==> src/pfg_pkg.sv <==
// shared constants and types for the seven-pin port with external interrupts
package pfg_pkg;

    // pin counts and register data width
    localparam int PFG_PINS = 7;
    localparam int PFG_LOW_PINS = 4;
    localparam int PFG_DATA_W = 8;

    // register byte addresses on the cpu register bus
    localparam logic [7:0] PFG_ADDR_DATA = 8'hF4;
    localparam logic [7:0] PFG_ADDR_PULLUP = 8'hF5;
    localparam logic [7:0] PFG_ADDR_EDGE_EN = 8'hF6;
    localparam logic [7:0] PFG_ADDR_PENDING = 8'hF7;
    localparam logic [7:0] PFG_ADDR_UPPER_MODE = 8'hF8;
    localparam logic [7:0] PFG_ADDR_LOWER_MODE = 8'hF9;

    // reset values
    localparam logic [7:0] PFG_RST_PULLUP = 8'h00;
    localparam logic [7:0] PFG_RST_EDGE_EN = 8'h00;
    localparam logic [3:0] PFG_RST_PENDING = 4'h0;
    localparam logic [5:0] PFG_RST_UPPER_MODE = 6'h00;
    localparam logic [7:0] PFG_RST_LOWER_MODE = 8'h00;
    localparam logic [6:0] PFG_RST_DATA = 7'h00;

    // field layout
    localparam int PFG_FIELD_W = 2;
    localparam int PFG_UPPER_MODE_W = 6;
    localparam int PFG_PENDING_W = 4;
    localparam int PFG_PIN_TMR_A_CLK = 4;
    localparam int PFG_PIN_TMR_B_CAP = 5;
    localparam int PFG_PIN_TMR_B_CLK = 6;

    // two-bit pin mode field
    typedef enum logic [1:0] {
        PFG_MODE_INPUT = 2'b00,
        PFG_MODE_OUTPUT = 2'b01,
        PFG_MODE_ALT = 2'b10,
        PFG_MODE_LCD = 2'b11
    } pfg_mode_t;

    // two-bit external interrupt edge field
    typedef enum logic [1:0] {
        PFG_EDGE_OFF = 2'b00,
        PFG_EDGE_FALL = 2'b01,
        PFG_EDGE_RISE = 2'b10,
        PFG_EDGE_BOTH = 2'b11
    } pfg_edge_t;

    // one register bus request
    typedef struct packed {
        logic wrEn;
        logic rdEn;
        logic [7:0] addr;
        logic [7:0] wrData;
    } pfg_reg_req_t;

    // all state of the port
    typedef struct packed {
        logic [6:0] sync1;
        logic [6:0] sync2;
        logic [3:0] prevLow;
        logic [6:0] dataLatch;
        logic [7:0] pullupEn;
        logic [7:0] edgeEn;
        logic [3:0] pending;
        logic [5:0] upperMode;
        logic [7:0] lowerMode;
        logic [6:0] pinOut;
        logic [6:0] pinOe;
        logic [6:0] pullupOn;
        logic tmrAClk;
        logic tmrBClk;
        logic tmrBCap;
        logic irqReqN;
        logic [7:0] rdData;
    } pfg_state_t;

endpackage

==> src/pfg_port_four.sv <==
// seven-pin gpio port with mode fields, pull-ups and four edge interrupts
//
// Function
// seven pins, data register at F4h
// reset clears mode registers, pins input
// low pins: falling, rising or both edges
// bits 5:4 choose seventh pin mode
// bits 3:2 choose sixth pin mode
// bits 1:0 choose fifth pin mode
// software also enables function in peripheral
// edge field: off, fall, rise, both
// edge register holds four two-bit fields
// edge sets pending, request line low
// writing 0 clears pending bit
// pending at F7h, bits 3:0, reset zero
// pending readable at any time
// pull-up register at F5h, per pin
// pull-up off for output or alternate
// low pins carry interrupts, share lcd
// two-flop sync, edge from successive samples
// edge beats simultaneous clear of pending
`timescale 1ns/1ps
module pfg_port_four #(
    parameter int PINS = pfg_pkg::PFG_PINS,
    parameter int LOW_PINS = pfg_pkg::PFG_LOW_PINS
) (
    input wire logic core_clk,
    input wire logic rst_n,
    input wire pfg_pkg::pfg_reg_req_t regReq,
    output logic [pfg_pkg::PFG_DATA_W-1:0] regRdData,
    input wire logic [PINS-1:0] pinIn,
    output logic [PINS-1:0] pinOut,
    output logic [PINS-1:0] pinOe,
    output logic [PINS-1:0] pullupOn,
    input wire logic [PINS-1:0] lcdSegmentDrive,
    input wire logic timer16BMatchOut,
    input wire logic timer16BPwmOut,
    output logic timer16AExtClock,
    output logic timer16BExtClock,
    output logic timer16BCaptureIn,
    output logic irqReqN
);
    import pfg_pkg::*;

    pfg_state_t st;
    pfg_state_t next_st;

    // per-pin decode of the mode fields
    logic [2*PINS-1:0] pinFld;
    logic [PINS-1:0] pinIsIn;
    logic [PINS-1:0] drvOe;
    logic [PINS-1:0] drvOut;
    logic [PINS-1:0] pinRead;
    logic [LOW_PINS-1:0] riseEdge;
    logic [LOW_PINS-1:0] fallEdge;
    logic [LOW_PINS-1:0] edgeHit;
    logic [LOW_PINS-1:0] pendClr;
    logic timerBDrive;
    logic wrPending;

    // the timer runs one output mode at a time, inactive output low
    assign timerBDrive = timer16BMatchOut | timer16BPwmOut;
    assign wrPending = regReq.wrEn && (regReq.addr == PFG_ADDR_PENDING);

    // one slice per pin: mode field, drive and pull-up decision
    for (genvar i = 0; i < PINS; i++)
    begin : g_pin
        // only the sixth pin has a timer output; low pins use alt as lcd
        localparam bit ALT_OK = (i == PFG_PIN_TMR_B_CAP) || (i < LOW_PINS);
        localparam bit ALT_TMR = (i == PFG_PIN_TMR_B_CAP);
        if (i < LOW_PINS)
        begin : g_low
            assign pinFld[2*i +: 2] = st.lowerMode[2*i +: 2];
        end
        else
        begin : g_up
            // fields at 1:0, 3:2, 5:4 for the fifth, sixth, seventh pin
            assign pinFld[2*i +: 2] = st.upperMode[2*(i-LOW_PINS) +: 2];
        end
        assign pinIsIn[i] = (pinFld[2*i +: 2] == PFG_MODE_INPUT);
        // not-available codes leave the pin undriven
        assign drvOe[i] = (pinFld[2*i +: 2] == PFG_MODE_OUTPUT)
            || (pinFld[2*i +: 2] == PFG_MODE_LCD)
            || ((pinFld[2*i +: 2] == PFG_MODE_ALT) && ALT_OK);
        assign drvOut[i] = (pinFld[2*i +: 2] == PFG_MODE_OUTPUT) ? st.dataLatch[i]
            : ((pinFld[2*i +: 2] == PFG_MODE_ALT) && ALT_TMR) ? timerBDrive
            : lcdSegmentDrive[i];
        // output pins read back the latch, others the synchronised pin
        assign pinRead[i] = (pinFld[2*i +: 2] == PFG_MODE_OUTPUT) ? st.dataLatch[i]
            : st.sync2[i];
    end

    // edge detect on the low pins, only while they are inputs
    for (genvar j = 0; j < LOW_PINS; j++)
    begin : g_irq
        assign riseEdge[j] = st.sync2[j] & ~st.prevLow[j];
        assign fallEdge[j] = ~st.sync2[j] & st.prevLow[j];
        always_comb
        begin
            unique case (pfg_edge_t'(st.edgeEn[2*j +: 2]))
                PFG_EDGE_OFF: edgeHit[j] = 1'b0;
                PFG_EDGE_FALL: edgeHit[j] = fallEdge[j] & pinIsIn[j];
                PFG_EDGE_RISE: edgeHit[j] = riseEdge[j] & pinIsIn[j];
                PFG_EDGE_BOTH: edgeHit[j] = (riseEdge[j] | fallEdge[j]) & pinIsIn[j];
            endcase
        end
        assign pendClr[j] = wrPending && !regReq.wrData[j];
    end

    // next state of the whole port
    always_comb
    begin
        next_st = st;
        // two-flop synchroniser, third stage holds the previous sample
        next_st.sync1 = pinIn;
        next_st.sync2 = st.sync1;
        next_st.prevLow = st.sync2[LOW_PINS-1:0];

        // register writes
        if (regReq.wrEn)
        begin
            unique case (regReq.addr)
                PFG_ADDR_DATA: next_st.dataLatch = regReq.wrData[PINS-1:0];
                PFG_ADDR_PULLUP: next_st.pullupEn = regReq.wrData;
                PFG_ADDR_EDGE_EN: next_st.edgeEn = regReq.wrData;
                PFG_ADDR_UPPER_MODE:
                    next_st.upperMode = regReq.wrData[PFG_UPPER_MODE_W-1:0];
                PFG_ADDR_LOWER_MODE: next_st.lowerMode = regReq.wrData;
                default: next_st.dataLatch = st.dataLatch;
            endcase
        end

        // write 0 clears, write 1 leaves alone; a new edge wins
        next_st.pending = (st.pending & ~pendClr) | edgeHit;
        next_st.irqReqN = ~|next_st.pending;

        // pin drivers; pull-up only in plain input mode
        next_st.pinOe = drvOe;
        next_st.pinOut = drvOut;
        next_st.pullupOn = st.pullupEn[PINS-1:0] & pinIsIn;

        // peripheral inputs follow the pin only in input mode
        next_st.tmrAClk = st.sync2[PFG_PIN_TMR_A_CLK] & pinIsIn[PFG_PIN_TMR_A_CLK];
        next_st.tmrBCap = st.sync2[PFG_PIN_TMR_B_CAP] & pinIsIn[PFG_PIN_TMR_B_CAP];
        next_st.tmrBClk = st.sync2[PFG_PIN_TMR_B_CLK] & pinIsIn[PFG_PIN_TMR_B_CLK];

        // reads answer one cycle later and hold until the next read
        if (regReq.rdEn)
        begin
            unique case (regReq.addr)
                PFG_ADDR_DATA: next_st.rdData = {1'b0, pinRead};
                PFG_ADDR_PULLUP: next_st.rdData = st.pullupEn;
                PFG_ADDR_EDGE_EN: next_st.rdData = st.edgeEn;
                PFG_ADDR_PENDING: next_st.rdData = {4'h0, st.pending};
                PFG_ADDR_UPPER_MODE: next_st.rdData = {2'h0, st.upperMode};
                PFG_ADDR_LOWER_MODE: next_st.rdData = st.lowerMode;
                default: next_st.rdData = 8'h00;
            endcase
        end
    end

    // the only clocked process; reset loads constants only
    always_ff @(posedge core_clk or negedge rst_n)
    begin
        if (!rst_n)
        begin
            st <= '0;
            st.dataLatch <= PFG_RST_DATA;
            st.pullupEn <= PFG_RST_PULLUP;
            st.edgeEn <= PFG_RST_EDGE_EN;
            st.pending <= PFG_RST_PENDING;
            st.upperMode <= PFG_RST_UPPER_MODE;
            st.lowerMode <= PFG_RST_LOWER_MODE;
            st.irqReqN <= 1'b1;
        end
        else
        begin
            st <= next_st;
        end
    end

    // outputs straight from the state flops
    assign regRdData = st.rdData;
    assign pinOut = st.pinOut;
    assign pinOe = st.pinOe;
    assign pullupOn = st.pullupOn;
    assign timer16AExtClock = st.tmrAClk;
    assign timer16BExtClock = st.tmrBClk;
    assign timer16BCaptureIn = st.tmrBCap;
    assign irqReqN = st.irqReqN;

    // a qualifying edge shows in the pending bits on the next edge
    pend_set_a: assert property (@(posedge core_clk) disable iff (!rst_n)
        (edgeHit != 4'h0) |=> ((st.pending & $past(edgeHit)) == $past(edgeHit)))
        else $error("edge did not set pending bit");

    // request line goes low with any new pending bit
    irq_low_a: assert property (@(posedge core_clk) disable iff (!rst_n)
        (edgeHit != 4'h0) |=> !irqReqN)
        else $error("request line not low after edge");

    // zero write without edge clears the bit
    pend_clear_a: assert property (@(posedge core_clk) disable iff (!rst_n)
        (wrPending && !regReq.wrData[0] && !edgeHit[0]) |=> !st.pending[0])
        else $error("pending bit not cleared by zero write");

    // edge in the clearing cycle keeps the bit
    set_wins_a: assert property (@(posedge core_clk) disable iff (!rst_n)
        (wrPending && !regReq.wrData[1] && edgeHit[1]) |=> st.pending[1])
        else $error("edge lost against clear");

    // disabled field never raises a bit
    edge_off_a: assert property (@(posedge core_clk) disable iff (!rst_n)
        (st.edgeEn[1:0] == 2'b00 && !st.pending[0]) |=> !st.pending[0])
        else $error("disabled input raised pending");

    // pull-up never on while the pin is driven
    pull_off_a: assert property (@(posedge core_clk) disable iff (!rst_n)
        pinOe != 7'h00 |-> ((pinOe & pullupOn) == 7'h00))
        else $error("pull-up on at a driven pin");

    // seventh pin in output mode drives the latch
    pin6_out_a: assert property (@(posedge core_clk) disable iff (!rst_n)
        ($past(st.upperMode[5:4]) == 2'b01) |-> (pinOe[6] && pinOut[6] == $past(st.dataLatch[6])))
        else $error("seventh pin output mode wrong");

    // sixth pin alternate mode carries the timer output
    pin5_tmr_a: assert property (@(posedge core_clk) disable iff (!rst_n)
        ($past(st.upperMode[3:2]) == 2'b10) |-> (pinOe[5] && pinOut[5] == $past(timerBDrive)))
        else $error("sixth pin timer output wrong");

    // fifth pin not-available code leaves it floating
    pin4_na_a: assert property (@(posedge core_clk) disable iff (!rst_n)
        ($past(st.upperMode[1:0]) == 2'b10) |-> !pinOe[4])
        else $error("fifth pin driven in unavailable mode");

    // pending read shows the bits, upper nibble zero
    pend_read_a: assert property (@(posedge core_clk) disable iff (!rst_n)
        (regReq.rdEn && regReq.addr == PFG_ADDR_PENDING)
        |=> (regRdData == {4'h0, $past(st.pending)}))
        else $error("pending read value wrong");

    // a pin edge reaches the pending bit within the sync delay
    sync_delay_a: assert property (@(posedge core_clk) disable iff (!rst_n)
        (st.edgeEn[1:0] == 2'b11 && pinIsIn[0] && !st.pending[0] && !wrPending
         && $rose(st.sync1[0]) && !st.prevLow[0] && !st.sync2[0]) ##1
        (st.edgeEn[1:0] == 2'b11 && pinIsIn[0]) |=> st.pending[0])
        else $error("synchronised edge missed");

    // a one write leaves a set pending bit alone
    pend_keep_a: assert property (@(posedge core_clk) disable iff (!rst_n)
        (st.pending[2] && !(wrPending && !regReq.wrData[2])) |=> st.pending[2])
        else $error("pending bit lost without zero write");

    // request line mirrors the pending bits
    irq_level_a: assert property (@(posedge core_clk) disable iff (!rst_n)
        irqReqN == (st.pending == 4'h0))
        else $error("request line disagrees with pending");

    // falling-only field ignores a rise
    fall_only_a: assert property (@(posedge core_clk) disable iff (!rst_n)
        (st.edgeEn[1:0] == 2'b01 && riseEdge[0]) |-> !edgeHit[0])
        else $error("falling field took a rise");

    // rising-only field ignores a fall
    rise_only_a: assert property (@(posedge core_clk) disable iff (!rst_n)
        (st.edgeEn[3:2] == 2'b10 && fallEdge[1]) |-> !edgeHit[1])
        else $error("rising field took a fall");

    // both-edges field takes either edge
    both_edge_a: assert property (@(posedge core_clk) disable iff (!rst_n)
        (st.edgeEn[5:4] == 2'b11 && pinIsIn[2] && (riseEdge[2] || fallEdge[2])) |-> edgeHit[2])
        else $error("both-edge field missed an edge");

    // a pin that is not an input never raises an edge
    mode_gate_a: assert property (@(posedge core_clk) disable iff (!rst_n)
        !pinIsIn[3] |-> !edgeHit[3])
        else $error("edge taken on a non-input pin");

    // data write lands in the latch
    data_write_a: assert property (@(posedge core_clk) disable iff (!rst_n)
        (regReq.wrEn && regReq.addr == PFG_ADDR_DATA)
        |=> (st.dataLatch == $past(regReq.wrData[6:0])))
        else $error("data write lost");

    // pull-up write lands in the enable register
    pull_write_a: assert property (@(posedge core_clk) disable iff (!rst_n)
        (regReq.wrEn && regReq.addr == PFG_ADDR_PULLUP) |=> (st.pullupEn == $past(regReq.wrData)))
        else $error("pull-up write lost");

    // edge enable write lands in the field register
    edge_write_a: assert property (@(posedge core_clk) disable iff (!rst_n)
        (regReq.wrEn && regReq.addr == PFG_ADDR_EDGE_EN) |=> (st.edgeEn == $past(regReq.wrData)))
        else $error("edge enable write lost");

    // upper mode write keeps six bits
    upper_write_a: assert property (@(posedge core_clk) disable iff (!rst_n)
        (regReq.wrEn && regReq.addr == PFG_ADDR_UPPER_MODE)
        |=> (st.upperMode == $past(regReq.wrData[5:0])))
        else $error("upper mode write lost");

    // enabled pull-up follows an input pin
    pull_input_a: assert property (@(posedge core_clk) disable iff (!rst_n)
        (pinIsIn[0] && st.pullupEn[0]) |=> pullupOn[0])
        else $error("pull-up missing on input pin");

    // fifth pin in input mode feeds the timer clock
    tmr_a_in_a: assert property (@(posedge core_clk) disable iff (!rst_n)
        (st.upperMode[1:0] == 2'b00) |=> (timer16AExtClock == $past(st.sync2[4])))
        else $error("timer clock not following fifth pin");

    // fifth pin not in input mode holds the timer clock low
    pin4_clk_a: assert property (@(posedge core_clk) disable iff (!rst_n)
        (st.upperMode[1:0] != 2'b00) |=> !timer16AExtClock)
        else $error("timer clock leaks from fifth pin");

    // sixth pin not in input mode holds the capture low
    pin5_cap_a: assert property (@(posedge core_clk) disable iff (!rst_n)
        (st.upperMode[3:2] != 2'b00) |=> !timer16BCaptureIn)
        else $error("capture leaks from sixth pin");

    // seventh pin not in input mode holds the timer clock low
    pin6_clk_a: assert property (@(posedge core_clk) disable iff (!rst_n)
        (st.upperMode[5:4] != 2'b00) |=> !timer16BExtClock)
        else $error("timer clock leaks from seventh pin");

    // seventh pin segment mode drives the lcd level
    pin6_lcd_a: assert property (@(posedge core_clk) disable iff (!rst_n)
        (st.upperMode[5:4] == 2'b11) |=> (pinOe[6] && pinOut[6] == $past(lcdSegmentDrive[6])))
        else $error("seventh pin segment drive wrong");

    // low pin segment mode drives the lcd level
    lcd_low_a: assert property (@(posedge core_clk) disable iff (!rst_n)
        (st.lowerMode[5:4] == 2'b11) |=> (pinOe[2] && pinOut[2] == $past(lcdSegmentDrive[2])))
        else $error("low pin segment drive wrong");

    // data read has bit 7 clear
    data_read_a: assert property (@(posedge core_clk) disable iff (!rst_n)
        (regReq.rdEn && regReq.addr == PFG_ADDR_DATA) |=> !regRdData[7])
        else $error("data read bit 7 set");

    // upper mode read has reserved bits clear
    upper_read_a: assert property (@(posedge core_clk) disable iff (!rst_n)
        (regReq.rdEn && regReq.addr == PFG_ADDR_UPPER_MODE) |=> (regRdData[7:6] == 2'b00))
        else $error("upper mode reserved bits set");

    // read data holds between reads so a slow poll still sees it
    rd_hold_a: assert property (@(posedge core_clk) disable iff (!rst_n)
        !regReq.rdEn |=> $stable(regRdData))
        else $error("read data changed without a read");

endmodule

==> config.mk <==
export PLATFORM = sky130hd
export DESIGN_NAME = pfg_port_four
export DESIGN_NICKNAME = d
export VERILOG_FILES = /design/src/pfg_pkg.sv /design/src/pfg_port_four.sv
export SDC_FILE = /design/constraint.sdc
export NUM_CORES = 1
export LEC_CHECK = 0
export ABC_AREA = 1
export BUFFER_PORTS_ARGS = -buffer_cell sky130_fd_sc_hd__clkbuf_2
export CORE_MARGIN = 8
export CORE_UTILIZATION = 40
export CTS_BUF_LIST = sky130_fd_sc_hd__clkbuf_8
export CTS_CLUSTER_DIAMETER = 120
export CTS_CLUSTER_SIZE = 28
export DETAILED_ROUTE_END_ITERATION = 16
export GPL_ROUTABILITY_DRIVEN = 0
export GPL_TIMING_DRIVEN = 0
export HOLD_SLACK_MARGIN = 0.03
export PLACE_DENSITY = 0.61
export SETUP_SLACK_MARGIN = 0.4
export SYNTH_ARGS = -nofsm -noshare
export SYNTH_HDL_FRONTEND = slang
export SYNTH_SLANG_ARGS = --single-unit
==> constraint.sdc <==
create_clock -name core_clk -period 1.7 [get_ports core_clk]
set_input_delay 0.34 -clock core_clk [delete_from_list [all_inputs] [get_ports core_clk]]
set_output_delay 0.34 -clock core_clk [all_outputs]
set_load 0.02 [all_outputs]
==> run metrics, run 1 <==
status=finished, final reports clean; Critical Path RT=1990 ps; cell with the most instances after synthesis=nand2_1; utilization after layout=52.9%; vias in the first global route=3453; Mapped Cells=478; CTS tree=built; Worst-Margin Slew=682 ps; fraction of registers with async set/reset=100%; share of the synthesized area in the top cell type=53.0%; die height=120 um; final wirelength=10.4 mm; antenna violations before repair=0; FF-to-FF End=irqReqN; final hold vios=0; layout cell share with drive strength beyond 1=31.3%; FF+latch count, synth=92; CP Buf/Inv Count=0; # clock sinks=92; Worst Hold Class=primary input to async pin; Synth-to-Final Area Change=31.1%; slowest CP cell=dfrtp_1; clk slew on worst S/H paths=90 ps; Reg2Reg Setup Slack=350 ps; CTS H-tree lvls=3; port bufs=66; Max-cap violations=0; sw frac=25.6%; ys flop type=dfrtp_1; wire length per cell=14.5 um; Initial Utilization=40.4%; clock skew=11.3 ps; via density per instance=4.77; Clock Latency Late Sink=360 ps; Comb power frac=13.6%; post-synthesis area per instance=9.00 um2; Crit. End Element=flop; VDD IR-drop max=0.470 mV; crit-path leading delay family=flip-flops; full die area=14300 um2; Reg2Reg Depth=7; slew margin rel.=54.5%; RR Startpoint=next_st[76]; critical-path maximum fanout=4; crit path time final=1350 ps; Pwr Density=813 nW/um2; number of antenna repair diodes=0; Static Leak=2.88 nW; crit-path cells=ha_1 -> nand2_1 -> nand3_1 -> a21oi_2 -> a21oi_2 -> nand2_1 -> nor2_1; Setup Viol. Count Final=0; Post-synth EDFFs=0; final hold slack=39.0 ps; CP Data Arrival Time=1630 ps; Inserted Clock Buffers=9; DRT Pass-1 Iters=4; largest area contributor in the netlist=dfrtp_1; Synthesis Warnings=0; final worst-path cycle share=79.2%; register area=2300 um2; Seq pwr share=53.5%; multi-input logic area=1510 um2; RSZ-0062 raised after global routing=yes; count of different cell masters after synthesis=27; Net Count, Synth=522; 1st-iter DRT viols=166; type of the worst setup path=flop to flop; cell-internal power=0.00341 W; overall routing resource usage=14.9%; io pins=69; largest net degree at the start of global routing=48; # rows=38; vias=3425; Synth top cells by count=nand2_1 (124), dfrtp_1 (91), inv_1 (56); startpoint types=flop; DRC=0; Net Switching=0.00117 W; Nets=618; max-slew violations=0; DP Wirelength=7.58 mm; biggest cell delay along the critical path=430 ps; Clock power frac=32.9%; Max clock buf depth=2; Seq/Total Area, Yosys=53.6%; Fillers=1011; die width=120 um; core area=10700 um2; Fmax=743 MHz; GRT overflow=0; first-pass GRT wire length=17.0 mm; Final ANT Viol Nets=0; Root Buffer=clkbuf_8; hold buffer count at cts=0; post-synth design cell area=4300 um2; Area contributors post-synth=dfrtp_1 (53%), nand2_1 (11%), nand3_1 (5.5%)
## registers in the layout, indices dropped and copies added, names as in the netlist
name	cells
timer16AExtClock	1
pullupOn	7
pinFld	14
st	34
pinOe	7
timer16BCaptureIn	1
regRdData	8
irqReqN	1
pinOut	7
next_st	11
timer16BExtClock	1
## placed cells by master, fill, tap and decap left out, drive strengths merged
master  instances
dfrtp          91
ha              8
nand4           4
nand3          47
nor3b           4
clkbuf         51
nor2           41
inv            59
a21oi           8
dfstp           1
nand2         128
o21ai          36
bufinv          1
buf            88
o21a            7
o211ai          4
## worst max path at each step
stage | slack (ps) | cells past startpoint | startpoint | endpoint
2_1_floorplan | 440 | 9 | regReq[11] | st[65]
3_3_place_gp | -830 | 1 | rst_n | pullupOn[3]
3_5_place_dp | -20 | 7 | regReq[11] | st[73]
4_1_cts | 320 | 1 | irqReqN | irqReqN
5_1_grt | 250 | 7 | next_st[76] | irqReqN
6_report | 350 | 7 | next_st[76] | irqReqN
## cells by family after synthesis
group           count (synthesis)  synth area share (%)
simple gates                  224                  23.8
buf+inv                        99                  12.4
flops                          92                  53.6
compound gates                 55                  7.91
fa+ha+maj                       8                  2.33
## layer usage
metal  part of all wire [%]  GRT usage [%]
met4                    1.3           4.61
met1                     44           18.9
met2                     48           23.9
met3                    6.6           4.60
met5                      0              0
## metrics by stage
stage | instances | setup TNS, ps | total power, W | setup slack [ps] | cell area (um2)
after floorplan | 478 | 0 | 0.00278 | 436 | 4300
after global placement | 684 | -75630 | 0.00298 | -834 | 4810
after detailed placement | 685 | -36.2 | 0.00300 | -17.7 | 4840
after CTS | 705 | 0 | 0.00458 | 319 | 5400
after global routing | 718 | 0 | 0.00481 | 246 | 5640
final | 718 | 0 | 0.00459 | 353 | 5640
## layout make-up
type	instances	area share [%]
clock buffer	12	2.93
tap	140	3.11
inverter	57	3.79
sequential	92	40.9
clock inverter	3	0.666
timing repair buffer	85	14.3
multi-input combinational	287	26.8
buffer	42	7.52
## timing repair
| action | 4_1_cts | 5_1_grt |
|---|---|---|
| setup endpoints to repair | 36 | 56 |
| setup buffers | 5 | 13 |
| gates resized for setup | 77 | 60 |
| cloned | 0 | 0 |
| pin swaps | 1 | 14 |
## power by group through the flow
| stage | Sequential, W | Combinational, W | Clock [W] |
|---|---|---|---|
| floorplan | 0.00246 | 0.000316 | 0 |
| global placement | 0.00249 | 0.000492 | 0 |
| detailed placement | 0.00249 | 0.000515 | 0 |
| CTS | 0.00245 | 0.000576 | 0.00156 |
| global route | 0.00247 | 0.000686 | 0.00165 |
| finish | 0.00246 | 0.000622 | 0.00151 |
Note: power is estimated with default switching activity, not from simulation.
==> run 2, diff against run 1 <==
==> constraint.sdc (replaced) <==
create_clock -name core_clk -period 1.3 [get_ports core_clk]
set_input_delay 0.26 -clock core_clk [delete_from_list [all_inputs] [get_ports core_clk]]
set_output_delay 0.26 -clock core_clk [all_outputs]
set_load 0.02 [all_outputs]
==> run 2 against run 1 <==
Net effect:
- the run now ends with negative hold slack, negative setup slack left
- wire length up 23%
- sequential share of layout area shrank 7.7 points
- largest power group unchanged
- clock power grew 41%
- largest cell class unchanged
- non-clock buffer count is 62 higher
- worst hold slack lost 190 ps
- maximum frequency fell by 3.8%
==> run metrics, run 2 (same netlist as run 1, synthesis figures left out) <==
commonest non-fill, non-tap cell in the layout=dfrtp_1; Max clock buf depth=2 (unchanged); final hold slack=-155 ps (-194 ps); final hold vios=28 (+28); final worst-path cycle share=108% (+28 points); Reg with most FFs=st; crit path time final=1400 ps (+53.1 ps); Setup Viol. Count Final=3 (+3); CTS tree=built; core area=10700 um2 (unchanged); die height=120 um (unchanged); VDD IR-drop max=0.566 mV (+20%); port bufs=66 (unchanged); Setup TNS Final=-211 ps (-211 ps); CP Data Arrival Time=1700 ps (+70 ps); Fmax=714 MHz (-3.8%); 1st-iter DRT viols=223 (+34%); commonest non-fill, non-tap cells in the layout=dfrtp_1 (85), buf_6 (64), nand2_1 (55); wire length per cell=16.4 um (+13%); critical-path maximum fanout=3 (-1); failing checks=negative hold slack, negative setup slack; setup ws final=-99.7 ps (-453 ps); Crit. End Element=flop; Max-cap violations=0 (unchanged); Synth-to-Final Area Change=62.0%; slew margin rel.=70.3% (+16 points); DRC=0 (unchanged); layout cell share with drive strength beyond 1=55.5% (+24 points); Final ANT Viol Nets=0 (unchanged); type of the worst setup path=flop to flop; GRT overflow=0 (unchanged); first-pass GRT wire length=19.9 mm (+17%); Root Buffer=clkbuf_8; vias=3828 (+12%); Worst Hold Class=primary input to async pin; die width=120 um (unchanged); max reg flops=34 (unchanged); final instance area=6970 um2 (+24%); Inserted Clock Buffers=9 (unchanged); final wirelength=12.8 mm (+23%); clk slew on worst S/H paths=90 ps (about the same); Post-DP Area=4950 um2 (+2.5%); Initial Utilization=40.4% (unchanged); clock skew=12.3 ps (+0.993 ps); via density per instance=4.90 (+2.8%); antenna violations before repair=0 (unchanged); biggest cell delay along the critical path=430 ps (about the same); utilization after layout=65.4% (+12 points); Clock Latency Late Sink=370 ps (about the same); full die area=14300 um2 (unchanged); CTS H-tree lvls=3 (unchanged); max-slew violations=0 (unchanged); vias in the first global route=4078 (+18%); Static Leak=3.49 nW (+21%); hold buffer count at cts=7 (+7); number of antenna repair diodes=0 (unchanged); Worst-Margin Slew=446 ps (-237 ps); status=finished with violations; DP Wirelength=7.55 mm (-0.39%); # rows=38 (unchanged); Pwr Density=938 nW/um2 (+15%); # clock sinks=92 (unchanged); Nets=680 (+10%); overall routing resource usage=17.5% (+2.6 points); startpoint types=flop; slowest CP cell=dfrtp_1; largest net degree at the start of global routing=65 (+35%); DRT Pass-1 Iters=4 (unchanged); RSZ-0062 raised after global routing=yes; io pins=69 (unchanged); Critical Path RT=1600 ps (-390 ps); total power draw=0.00653 W (+42%); crit-path cells=ha_1 -> nand2_1 -> nand3_2 -> a21oi_2 -> a21oi_2 -> nand2_1 -> nor2_1
## run 2: worst paths after layout
kind	from	endpoint	slack, ps	cells past startpoint
worst min-delay path	rst_n	pinFld[9]	-150	1
worst max-delay path	next_st[75]	irqReqN	-100	7
worst min register to register	next_st[79]	next_st[75]	350	0
min in group core_clk	lcdSegmentDrive[0]	pinOut[0]	80	3
worst max register to register	next_st[75]	irqReqN	-100	7
max in group asynchronous	rst_n	irqReqN	740	2
## run 2: layout make-up
class                           count  area, um2
Inverter                           57        254
Fill cell                         844       3680
Clock inverter                      6       78.8
Tap cell                          140        175
Sequential cell                    92       2310
Timing Repair Buffer              147       1540
Clock buffer                       10        138
Buffer                             42        468
Multi-Input combinational cell    287       2000
## run 2: stage by stage
step / cells / setup WS, ps
final: 781 / -99.7
after global routing: 781 / -176
after floorplan: 478 / 119
after global placement: 684 / -1140
after CTS: 766 / -66.2
after detailed placement: 685 / -428
## run 2: worst max-delay path: cells and delay by family (launching register included)
family / cells / cell delay [ps]
flops: 1 / 430
simple gates: 4 / 400
compound gates: 2 / 210
fa+ha+maj: 1 / 290
## run 2: per-layer routing
layer  GRT usage, %  share of wire (%)  vias to the layer above  routed length, um
met4           7.18                3.0                        0                389
met1           20.7                 40                     1890               5080
li1               -                  -                     1792                  -
met5              0                  0                        -                  0
met3           3.90                5.5                       31                707
met2           30.1                 52                      115               6610
## run 2: what timing repair did
action	in CTS	in global routing
resized for setup	189	155
buffers inserted	54	14
endpoints found under the hold margin	35	28
endpoints found under the setup margin	84	93
pin swaps	34	38
gates cloned	4	1
## run 2: power by group
| part | leakage, nW | total [W] | switching (W) | internal, W |
|---|---|---|---|---|
| clock | 0.117 | 0.00213 | 0.00101 | 0.00112 |
| combinational | 2.27 | 0.00117 | 0.000585 | 0.000580 |
| sequential | 1.10 | 0.00324 | 0.000175 | 0.00306 |
| total | 3.49 | 0.00653 | 0.00177 | 0.00476 |
